$ cat src/ascff_defs.vh
/*
  constants for the angle sensor configuration and field flag block.
  assumes inclusion by the design files only; definitions only.
*/
`ifndef ASCFF_DEFS_VH
`define ASCFF_DEFS_VH
`define ASCFF_REG_ZERO_LO   5'h00
`define ASCFF_REG_ZERO_HI   5'h01
`define ASCFF_REG_TRIM_AMT  5'h02
`define ASCFF_REG_TRIM_AXIS 5'h03
`define ASCFF_REG_FIELD_CFG 5'h06
`define ASCFF_REG_DIR       5'h09
`define ASCFF_REG_FIELD_STS 5'h1B
`define ASCFF_CMD_RD_ANGLE  3'h0
`define ASCFF_CMD_RD_REG    3'h2
`define ASCFF_CMD_WR_REG    3'h4
`define ASCFF_RST_FIELD_CFG 8'h1D
`define ASCFF_RST_ZERO      8'h00
`define ASCFF_BIT_DIR       7
`define ASCFF_BIT_TRIM_Y    6
`define ASCFF_BIT_TRIM_X    0
`define ASCFF_BIT_CHK_EN    0
`define ASCFF_LOW_MSB       7
`define ASCFF_LOW_LSB       5
`define ASCFF_HIGH_MSB      4
`define ASCFF_HIGH_LSB      2
`define ASCFF_STS_HIGH      7
`define ASCFF_STS_LOW       6
`define ASCFF_TRIP_BASE     8'h1A
`define ASCFF_TRIP_1        8'h29
`define ASCFF_TRIP_2        8'h38
`define ASCFF_TRIP_3        8'h46
`define ASCFF_TRIP_4        8'h54
`define ASCFF_TRIP_5        8'h62
`define ASCFF_TRIP_6        8'h70
`define ASCFF_TRIP_7        8'h7E
`define ASCFF_TRIP_HYST     8'h06
`define ASCFF_FRAME_LAST    5'h0F
`define ASCFF_BIT_STEP      5'h01
`define ASCFF_RST_BITS      5'h00
`define ASCFF_RST_WORD      16'h0000
`define ASCFF_CS_IDLE       2'h3
`endif

$ cat src/ascff_top.v
/*
  angle sensor configuration, zero offset, direction, bias trim and field flags,
  with an spi slave (mode 0, 16-bit frames, msb first) for register access.
  assumes raw angle and field strength come from the front end on clk;
  spi pins are asynchronous and are sampled through two flip-flops.
*/
`timescale 1ns/1ps
`include "ascff_defs.vh"
module ascff_top (
  // clock and reset
  input  wire        clk,
  input  wire        rst_n,
  // front end
  input  wire [15:0] raw_angle,
  input  wire [7:0]  field_mt,
  // spi pins
  input  wire        spi_sclk,
  input  wire        spi_cs_n,
  input  wire        spi_mosi,
  output reg         spi_miso_ff,
  output reg         spi_miso_oe_ff,
  // angle and trim to the front end
  output reg  [15:0] angle_out_ff,
  output reg  [7:0]  bias_trim_amount_ff,
  output reg         trim_x_enable_ff,
  output reg         trim_y_enable_ff,
  // field flag pins
  output reg         field_low_flag_ff,
  output reg         field_high_flag_ff
);
  // synchronisers
  reg  [1:0]  sclk_sync_ff;
  reg  [1:0]  cs_sync_ff;
  reg  [1:0]  mosi_sync_ff;
  reg         sclk_last_ff;
  // registers
  reg  [15:0] zero_ff;
  reg         dir_ff;
  reg  [7:0]  field_cfg_ff;
  // spi shifters
  reg  [15:0] rx_ff;
  reg  [15:0] tx_ff;
  reg  [4:0]  bits_ff;
  reg  [7:0]  pend_val_ff;
  reg         pend_full_ff;
  // state
  localparam  ST_IDLE = 2'b01;
  localparam  ST_XFER = 2'b10;
  reg  [1:0]  state_ff;
  reg  [1:0]  nxt_state;
  wire        sclk_rise;
  wire        sclk_fall;
  wire        cs_act;
  wire [15:0] rx_word;
  wire [2:0]  cmd;
  wire [4:0]  addr;
  wire [15:0] nxt_angle;
  wire        low_flag;
  wire        high_flag;
  // frame decode
  wire        frame_start;
  wire        shift_in;
  wire        shift_out;
  wire        frame_done;
  wire        cmd_read;
  wire        cmd_write;
  wire [7:0]  reg_rdata;
  reg  [7:0]  nxt_pend_val;
  reg         nxt_pend_full;
  // register write strobes
  wire        wr_zero_lo;
  wire        wr_zero_hi;
  wire        wr_trim_amt;
  wire        wr_trim_axis;
  wire        wr_field_cfg;
  wire        wr_dir;

  function [7:0] ascff_read;
    input [4:0] a;
    begin
      case (a)
        `ASCFF_REG_ZERO_LO:   ascff_read = zero_ff[7:0];
        `ASCFF_REG_ZERO_HI:   ascff_read = zero_ff[15:8];
        `ASCFF_REG_TRIM_AMT:  ascff_read = bias_trim_amount_ff;
        `ASCFF_REG_TRIM_AXIS: ascff_read = {1'b0, trim_y_enable_ff, 5'h00, trim_x_enable_ff};
        `ASCFF_REG_FIELD_CFG: ascff_read = field_cfg_ff;
        `ASCFF_REG_DIR:       ascff_read = {dir_ff, 7'h00};
        `ASCFF_REG_FIELD_STS: ascff_read = {field_high_flag_ff, field_low_flag_ff, 6'h00};
        default:              ascff_read = 8'h00;
      endcase
    end
  endfunction

  // write strobe for one register address
  function ascff_hit;
    input       strobe;
    input [4:0] a;
    input [4:0] target;
    begin
      ascff_hit = strobe & (a == target);
    end
  endfunction

  // subtraction modulo one revolution
  function [15:0] ascff_sub;
    input [15:0] minuend;
    input [15:0] subtrahend;
    begin
      ascff_sub = minuend - subtrahend;
    end
  endfunction

  always @(posedge clk or negedge rst_n) begin
    if (!rst_n) begin
      sclk_sync_ff <= 2'h0;
      cs_sync_ff   <= `ASCFF_CS_IDLE;
      mosi_sync_ff <= 2'h0;
      sclk_last_ff <= 1'b0;
    end else begin
      sclk_sync_ff <= {sclk_sync_ff[0], spi_sclk};
      cs_sync_ff   <= {cs_sync_ff[0], spi_cs_n};
      mosi_sync_ff <= {mosi_sync_ff[0], spi_mosi};
      sclk_last_ff <= sclk_sync_ff[1];
    end
  end

  assign sclk_rise = sclk_sync_ff[1] & ~sclk_last_ff;
  assign sclk_fall = ~sclk_sync_ff[1] & sclk_last_ff;
  assign cs_act    = ~cs_sync_ff[1];
  assign rx_word   = {rx_ff[14:0], mosi_sync_ff[1]};
  assign cmd       = rx_word[15:13];
  assign addr      = rx_word[12:8];

  // angle path
  assign nxt_angle = dir_ff ? ascff_sub(zero_ff, raw_angle)
                            : ascff_sub(raw_angle, zero_ff);

  always @* begin
    case (state_ff)
      ST_IDLE: nxt_state = cs_act ? ST_XFER : ST_IDLE;
      ST_XFER: nxt_state = cs_act ? ST_XFER : ST_IDLE;
      default: nxt_state = ST_IDLE;
    endcase
  end

  // frame decode
  assign frame_start = (state_ff == ST_IDLE) & cs_act;
  assign shift_in    = (state_ff == ST_XFER) & cs_act & sclk_rise;
  assign shift_out   = (state_ff == ST_XFER) & cs_act & sclk_fall;
  assign frame_done  = shift_in & (bits_ff == `ASCFF_FRAME_LAST);
  assign cmd_read    = frame_done & (cmd == `ASCFF_CMD_RD_REG);
  assign cmd_write   = frame_done & (cmd == `ASCFF_CMD_WR_REG);
  assign reg_rdata   = ascff_read(addr);

  // register write strobes
  assign wr_zero_lo   = ascff_hit(cmd_write, addr, `ASCFF_REG_ZERO_LO);
  assign wr_zero_hi   = ascff_hit(cmd_write, addr, `ASCFF_REG_ZERO_HI);
  assign wr_trim_amt  = ascff_hit(cmd_write, addr, `ASCFF_REG_TRIM_AMT);
  assign wr_trim_axis = ascff_hit(cmd_write, addr, `ASCFF_REG_TRIM_AXIS);
  assign wr_field_cfg = ascff_hit(cmd_write, addr, `ASCFF_REG_FIELD_CFG);
  assign wr_dir       = ascff_hit(cmd_write, addr, `ASCFF_REG_DIR);

  // spi shifter and miso
  always @(posedge clk or negedge rst_n) begin
    if (!rst_n) begin
      state_ff       <= ST_IDLE;
      rx_ff          <= `ASCFF_RST_WORD;
      tx_ff          <= `ASCFF_RST_WORD;
      bits_ff        <= `ASCFF_RST_BITS;
      spi_miso_ff    <= 1'b0;
      spi_miso_oe_ff <= 1'b0;
    end else begin
      state_ff       <= nxt_state;
      spi_miso_oe_ff <= cs_act;
      if (frame_start) begin
        // reply word: angle byte plus pending value, or full angle
        bits_ff     <= `ASCFF_RST_BITS;
        tx_ff       <= pend_full_ff ? {angle_out_ff[15:8], pend_val_ff}
                                    : angle_out_ff;
        spi_miso_ff <= angle_out_ff[15];
      end else begin
        if (shift_in) begin
          rx_ff   <= rx_word;
          bits_ff <= bits_ff + `ASCFF_BIT_STEP;
        end
        if (shift_out) begin
          tx_ff       <= {tx_ff[14:0], 1'b0};
          spi_miso_ff <= tx_ff[14];
        end
      end
    end
  end

  // reply value held for the next frame
  always @* begin
    nxt_pend_val  = pend_val_ff;
    nxt_pend_full = pend_full_ff;
    if (frame_start) begin
      nxt_pend_full = 1'b0;
    end else if (cmd_read) begin
      nxt_pend_val  = reg_rdata;
      nxt_pend_full = 1'b1;
    end else if (cmd_write) begin
      nxt_pend_val  = rx_word[7:0];
      nxt_pend_full = 1'b1;
    end
  end

  always @(posedge clk or negedge rst_n) begin
    if (!rst_n) begin
      pend_val_ff  <= `ASCFF_RST_ZERO;
      pend_full_ff <= 1'b0;
    end else begin
      pend_val_ff  <= nxt_pend_val;
      pend_full_ff <= nxt_pend_full;
    end
  end

  // zero position
  always @(posedge clk or negedge rst_n) begin
    if (!rst_n) begin
      zero_ff <= {`ASCFF_RST_ZERO, `ASCFF_RST_ZERO};
    end else begin
      if (wr_zero_lo) zero_ff[7:0] <= rx_word[7:0];
      if (wr_zero_hi) zero_ff[15:8] <= rx_word[7:0];
    end
  end

  // rotation direction
  always @(posedge clk or negedge rst_n) begin
    if (!rst_n) begin
      dir_ff <= 1'b0;
    end else if (wr_dir) begin
      dir_ff <= rx_word[`ASCFF_BIT_DIR];
    end
  end

  // bias trim amount
  always @(posedge clk or negedge rst_n) begin
    if (!rst_n) begin
      bias_trim_amount_ff <= `ASCFF_RST_ZERO;
    end else if (wr_trim_amt) begin
      bias_trim_amount_ff <= rx_word[7:0];
    end
  end

  // bias trim axis enables
  always @(posedge clk or negedge rst_n) begin
    if (!rst_n) begin
      trim_x_enable_ff <= 1'b0;
      trim_y_enable_ff <= 1'b0;
    end else if (wr_trim_axis) begin
      trim_x_enable_ff <= rx_word[`ASCFF_BIT_TRIM_X];
      trim_y_enable_ff <= rx_word[`ASCFF_BIT_TRIM_Y];
    end
  end

  // field threshold configuration
  always @(posedge clk or negedge rst_n) begin
    if (!rst_n) begin
      field_cfg_ff <= `ASCFF_RST_FIELD_CFG;
    end else if (wr_field_cfg) begin
      field_cfg_ff <= rx_word[7:0];
    end
  end

  // output angle
  always @(posedge clk or negedge rst_n) begin
    if (!rst_n) begin
      angle_out_ff <= `ASCFF_RST_WORD;
    end else begin
      angle_out_ff <= nxt_angle;
    end
  end

  // field flags
  ascff_field_cmp u_low (
    .clk        (clk),
    .rst_n      (rst_n),
    .enable     (field_cfg_ff[`ASCFF_BIT_CHK_EN]),
    .above_mode (1'b0),
    .code       (field_cfg_ff[`ASCFF_LOW_MSB:`ASCFF_LOW_LSB]),
    .field_mt   (field_mt),
    .flag_ff    (low_flag)
  );

  ascff_field_cmp u_high (
    .clk        (clk),
    .rst_n      (rst_n),
    .enable     (field_cfg_ff[`ASCFF_BIT_CHK_EN]),
    .above_mode (1'b1),
    .code       (field_cfg_ff[`ASCFF_HIGH_MSB:`ASCFF_HIGH_LSB]),
    .field_mt   (field_mt),
    .flag_ff    (high_flag)
  );

  always @(posedge clk or negedge rst_n) begin
    if (!rst_n) begin
      field_low_flag_ff  <= 1'b0;
      field_high_flag_ff <= 1'b0;
    end else begin
      field_low_flag_ff  <= low_flag;
      field_high_flag_ff <= high_flag;
    end
  end
endmodule

$ cat src/ascff_field_cmp.v
/*
  field strength comparator with hysteresis for one threshold code.
  assumes field strength in mT on the same clock as the caller.
*/
`timescale 1ns/1ps
`include "ascff_defs.vh"
module ascff_field_cmp (
  // clock and reset
  input  wire       clk,
  input  wire       rst_n,
  // control
  input  wire       enable,
  input  wire       above_mode,
  input  wire [2:0] code,
  input  wire [7:0] field_mt,
  // flag
  output reg        flag_ff
);
  reg  [7:0] rise_pt;
  reg  [7:0] fall_pt;
  reg        nxt_flag;

  // rising trip points 26..126 mT, falling 6 mT lower
  function [7:0] ascff_rise;
    input [2:0] c;
    begin
      case (c)
        3'h0: ascff_rise = `ASCFF_TRIP_BASE;
        3'h1: ascff_rise = `ASCFF_TRIP_1;
        3'h2: ascff_rise = `ASCFF_TRIP_2;
        3'h3: ascff_rise = `ASCFF_TRIP_3;
        3'h4: ascff_rise = `ASCFF_TRIP_4;
        3'h5: ascff_rise = `ASCFF_TRIP_5;
        3'h6: ascff_rise = `ASCFF_TRIP_6;
        default: ascff_rise = `ASCFF_TRIP_7;
      endcase
    end
  endfunction

  always @* begin
    rise_pt = ascff_rise(code);
    fall_pt = rise_pt - `ASCFF_TRIP_HYST;
    nxt_flag = flag_ff;
    if (!enable) begin
      nxt_flag = 1'b0;
    end else if (above_mode) begin
      if (field_mt > rise_pt) nxt_flag = 1'b1;
      else if (field_mt < fall_pt) nxt_flag = 1'b0;
    end else begin
      if (field_mt < fall_pt) nxt_flag = 1'b1;
      else if (field_mt > rise_pt) nxt_flag = 1'b0;
    end
  end

  always @(posedge clk or negedge rst_n) begin
    if (!rst_n) flag_ff <= 1'b0;
    else flag_ff <= nxt_flag;
  end
endmodule

$ cat config.mk
export PLATFORM = sky130hd
export DESIGN_NAME = ascff_top
export DESIGN_NICKNAME = d
export VERILOG_FILES = /design/src/ascff_top.v /design/src/ascff_field_cmp.v
export VERILOG_INCLUDE_DIRS = /design/src /design/src/src
export SDC_FILE = /design/constraint.sdc
export NUM_CORES = 1
export LEC_CHECK = 0
export ABC_CLOCK_PERIOD_IN_PS = 4600
export BUFFER_PORTS_ARGS = -buffer_cell sky130_fd_sc_hd__buf_2
export CORE_UTILIZATION = 45
export CTS_CLUSTER_SIZE = 30
export DETAILED_ROUTE_END_ITERATION = 16
export GPL_ROUTABILITY_DRIVEN = 0
export SYNTH_ARGS = -nofsm -noshare
export SYNTH_HDL_FRONTEND = slang
export SYNTH_SLANG_ARGS = --single-unit
$ cat constraint.sdc
create_clock -name clk -period 4.6 [get_ports clk]
set_input_delay 0.92 -clock clk [delete_from_list [all_inputs] [get_ports clk]]
set_output_delay 0.92 -clock clk [all_outputs]
set_load 0.01 [all_outputs]
==> results.yml <==
outcome:
  result_of_the_run: "finished, final reports clean"
timing:
  setup_total_negative_slack_ns: 0
  worst_slew_margin_rel_pct: 28.6
  clock.fmax_mhz: 380
  hold_violations: 0
  clock_skew_ns: 0.00958
  setup_viol: 0
  rsz0062_at_grt: "false"
  max_slew.worst_pin.slew_ns: 1.07
  final-max-slew-violation-count: 0
  timing.final.crit_period_ns: 2.63
  period_utilization_post_route_pct: 57.2
cts:
  ctsRootBufferMaster: "sky130_fd_sc_hd__clkbuf_16"
  cts_inserted_buffers: 9
  clk-insertion-delay-late_ns: 0.36
  cts_max_level: 3
  cts_setup_buffers: 0
  cts-hold-fix-buffers: 0
  cts_tree: "done"
  clock_path_buffers: 2
  cts_sinks: 110
  cts-resized-gates: 0
  clk_pin_slew_ns: 0.07
global_route:
  antenna_found_initial: 0
  grt_start_max_net_pins: 58
  grtUsageTotal_pct: 23.0
  wire_length_of_the_first_global_routing_pass_um: 28800
  residual_overflow_from_global_routing: 0
  grt_pass1_vias: 5487
synth:
  synth_sequential_area_ratio_pct: 39.6
  syn_area_per_cell_um2: 9.24
  post_synth_instance_area_um2: 6980
  synth-edff-count: 0
  synth-seq-cells: 110
  syn_inst: 755
  async_flop_share_pct: 100
  synth_cell_types: 60
  ys_dominant_reg_cell: "sky130_fd_sc_hd__dfrtp_1"
  synthesis.yosys.warnings: 0
final_layout:
  layout.nets: 883
  finish.instance_area_um2: 7630
  layout-drive-gt1-share_pct: 12.1
  growth_of_design_area_from_synthesis_to_finish_pct: 9.42
  antenna-diode-count: 0
setup_path:
  critical_path_required_ns: 4.84
  buffers_inverters_on_critical_path: 0
  arrival_ns: 2.88
  timing.critical_path.slowest_stage_cell: "sky130_fd_sc_hd__and3_1"
  critical-path-top-delay-family: "simple AND/OR/NAND/NOR gates"
  critical_path.max_fanout: 16
  timing.critical_path.depth: 4
  timing.critical_path.slowest_cell_delay_ns: 0.63
  setup.worst_path.class: "register to register"
  worst_setup_path_end_kind: "register"
  start_kind: "register"
  cp_cell_sequence: "nand2b_1, nor4_2, and3_1, mux2_1"
  worstRegToRegCells: 4
placed_design:
  detailed_place_hpwl_um: 13500
  io_buffer_count: 58
  postPlaceCellArea_um2: 7360
die:
  die_area_um2: 16000
  floorplan.initialDensity_pct: 46.1
  placementRows: 45
  die_y_um: 127
  ios: 59
  design.core.area_um2: 15100
  die_w_um: 127
drt:
  drtIter0Drc: 379
  vias_per_cell: 5.72
  avgRoutedWirePerCell_um: 17.8
  drt_pass1_iterations: 5
  detail_route.wirelength_um: 17500
  postRouteAntennaNets: 0
  dr_total_vias: 5614
  detail_route.drc_violations: 0
power_and_ir_drop:
  power.internal_mw: 1.63
  p_sw_uw: 651
  combPwrFrac_pct: 16.9
  power.share.switching_pct: 28.6
  total_leakage_power_nw: 3.59
  power_per_cell_area_nw_per_um2: 298
  seqPwrFrac_pct: 50.7
  peakVddDrop_uv: 267
  clkPwrFrac_pct: 32.4
worst_hold_path:
  worst_hold_path_cells: 0
  hold_class: "register to register"
run:
  max_cap_violations: 0
==> worst paths after layout <==
kind | slack [ns] | startpoint | end
worst min-delay path | 0.34 | mosi_sync_ff[0] | mosi_sync_ff[1]
worst min register to register | 0.34 | mosi_sync_ff[0] | mosi_sync_ff[1]
max in group asynchronous | 3.03 | rst_n | field_cfg_ff[3]
worst max-delay path | 1.97 | rx_ff[9] | zero_ff[15]
min in group asynchronous | 0.61 | rst_n | tx_ff[12]
worst max register to register | 1.97 | rx_ff[9] | zero_ff[15]
==> cell usage in the layout (no fill, tap or decap), types with 3 or more instances in the layout <==
| cell | synthesis | routed |
|---|---|---|
| sky130_fd_sc_hd__xor2_1 | 12 | 12 |
| sky130_fd_sc_hd__ha_1 | 63 | 63 |
| sky130_fd_sc_hd__inv_1 | 51 | 51 |
| sky130_fd_sc_hd__mux2i_1 | 30 | 30 |
| sky130_fd_sc_hd__a21oi_1 | 42 | 42 |
| sky130_fd_sc_hd__and3_1 | 6 | 6 |
| sky130_fd_sc_hd__a22oi_1 | 9 | 9 |
| sky130_fd_sc_hd__a21o_1 | 11 | 11 |
| sky130_fd_sc_hd__nor2b_1 | 21 | 20 |
| sky130_fd_sc_hd__nand3_1 | 10 | 10 |
| sky130_fd_sc_hd__nand2_1 | 95 | 95 |
| sky130_fd_sc_hd__o21ai_0 | 39 | 39 |
| sky130_fd_sc_hd__o22ai_1 | 6 | 6 |
| sky130_fd_sc_hd__xnor2_1 | 10 | 10 |
| sky130_fd_sc_hd__nand4b_1 | 4 | 4 |
| sky130_fd_sc_hd__nand4_1 | 11 | 11 |
| sky130_fd_sc_hd__buf_2 | 9 | 57 |
| sky130_fd_sc_hd__dfstp_2 | 7 | 7 |
| sky130_fd_sc_hd__or3_1 | 3 | 3 |
| sky130_fd_sc_hd__o21bai_1 | 4 | 4 |
| sky130_fd_sc_hd__nor3_1 | 12 | 12 |
| sky130_fd_sc_hd__clkbuf_16 | 0 | 9 |
| sky130_fd_sc_hd__nor2_1 | 34 | 34 |
| sky130_fd_sc_hd__mux2_1 | 21 | 21 |
| sky130_fd_sc_hd__a21boi_0 | 5 | 5 |
| sky130_fd_sc_hd__o31ai_1 | 7 | 7 |
| sky130_fd_sc_hd__a31oi_1 | 10 | 10 |
| sky130_fd_sc_hd__buf_4 | 1 | 4 |
| sky130_fd_sc_hd__and2_1 | 3 | 3 |
| sky130_fd_sc_hd__dfrtp_1 | 103 | 103 |
| sky130_fd_sc_hd__nand2b_1 | 11 | 11 |
| sky130_fd_sc_hd__o21a_1 | 5 | 5 |
| sky130_fd_sc_hd__a211oi_1 | 14 | 14 |
| sky130_fd_sc_hd__o21ai_1 | 24 | 24 |
==> worst register-to-register path, cell delays in order, from the launching register on <==
cell                       delay, ns
sky130_fd_sc_hd__dfrtp_1        0.61
sky130_fd_sc_hd__nand2b_1       0.31
sky130_fd_sc_hd__nor4_2         0.60
sky130_fd_sc_hd__and3_1         0.63
sky130_fd_sc_hd__mux2_1         0.37
==> cell families (layout without fill, tap and decap cells) <==
family	count (synthesis)	in the layout	share of synthesized area (%)
other	1	2	0.0538
adder cells (fa/ha/maj)	65	65	11.9
flip-flops	110	110	39.6
AO/OA/AOI/OAI	190	190	16.8
multiplexers	53	53	8.02
XOR/XNOR	22	22	2.76
AND/OR/NAND/NOR	222	222	15.5
buffers and inverters	92	130	5.38
==> registers in the layout (all words and copies together), names as in the netlist, 5 cells and up <==
register and flops:
pend_val_ff 8, field_cfg_ff 8, zero_ff 16, tx_ff 15, bias_trim_amount_ff 8, rx_ff 15
bits_ff 5, angle_out_ff 16
==> through the flow <==
step / std cells / utilization [%] / hold slack, ns / power [mW] / setup WS, ns
global placement: 966 / 48.6 / 0.336 / 1.54 / 1.76
detailed placement: 966 / 48.6 / 0.336 / 1.56 / 1.70
CTS: 982 / 50.4 / 0.343 / 2.30 / 1.98
global route: 982 / 50.4 / 0.356 / 2.41 / 1.75
finish: 982 / 50.4 / 0.343 / 2.28 / 1.97
floorplan: 756 / - / 0.331 / 1.41 / 2.01
==> metal layers <==
metal  part of all wire [%]  GRT usage, %
met1                     47          32.8
met2                     45          35.1
met3                    6.4          4.68
met4                    1.6          7.23
met5                      0             0
==> final cells by class <==
cell class | instances | area [µm²]
fillers | 1416 | 7510
inverters | 53 | 199
well taps | 188 | 235
clock buffers | 12 | 246
repair buffers | 61 | 315
flip-flops and latches | 110 | 2760
clock inverters | 4 | 30.0
multi-input cells | 554 | 3850
==> synthesized netlist by cell type (11+ instances only) <==
cell type                  count  share of area (%)
sky130_fd_sc_hd__nor3_1       12               0.86
sky130_fd_sc_hd__a211oi_1     14                1.5
sky130_fd_sc_hd__a21oi_1      42                3.0
sky130_fd_sc_hd__xor2_1       12                1.5
sky130_fd_sc_hd__nand2b_1     11               0.99
sky130_fd_sc_hd__a21o_1       11                1.2
sky130_fd_sc_hd__clkbuf_1     25                1.3
sky130_fd_sc_hd__mux2_1       21                3.4
sky130_fd_sc_hd__nand4_1      11               0.99
sky130_fd_sc_hd__mux2i_1      30                4.3
sky130_fd_sc_hd__o21ai_0      39                2.8
sky130_fd_sc_hd__o21ai_1      24                1.7
sky130_fd_sc_hd__nor2_1       34                1.8
sky130_fd_sc_hd__nor2b_1      21                1.9
sky130_fd_sc_hd__dfrtp_1     103                 37
sky130_fd_sc_hd__inv_1        51                2.7
sky130_fd_sc_hd__nand2_1      95                5.1
sky130_fd_sc_hd__ha_1         63                 11
==> power groups by stage <==
stage	clock network, mW	logic [mW]	registers (mW)
global route	0.797	0.446	1.17
floorplan	0	0.258	1.15
finish	0.738	0.385	1.15
detailed placement	0	0.386	1.17
CTS	0.762	0.388	1.15
global placement	0	0.371	1.17
No activity file was read; power rests on OpenSTA's default activity.
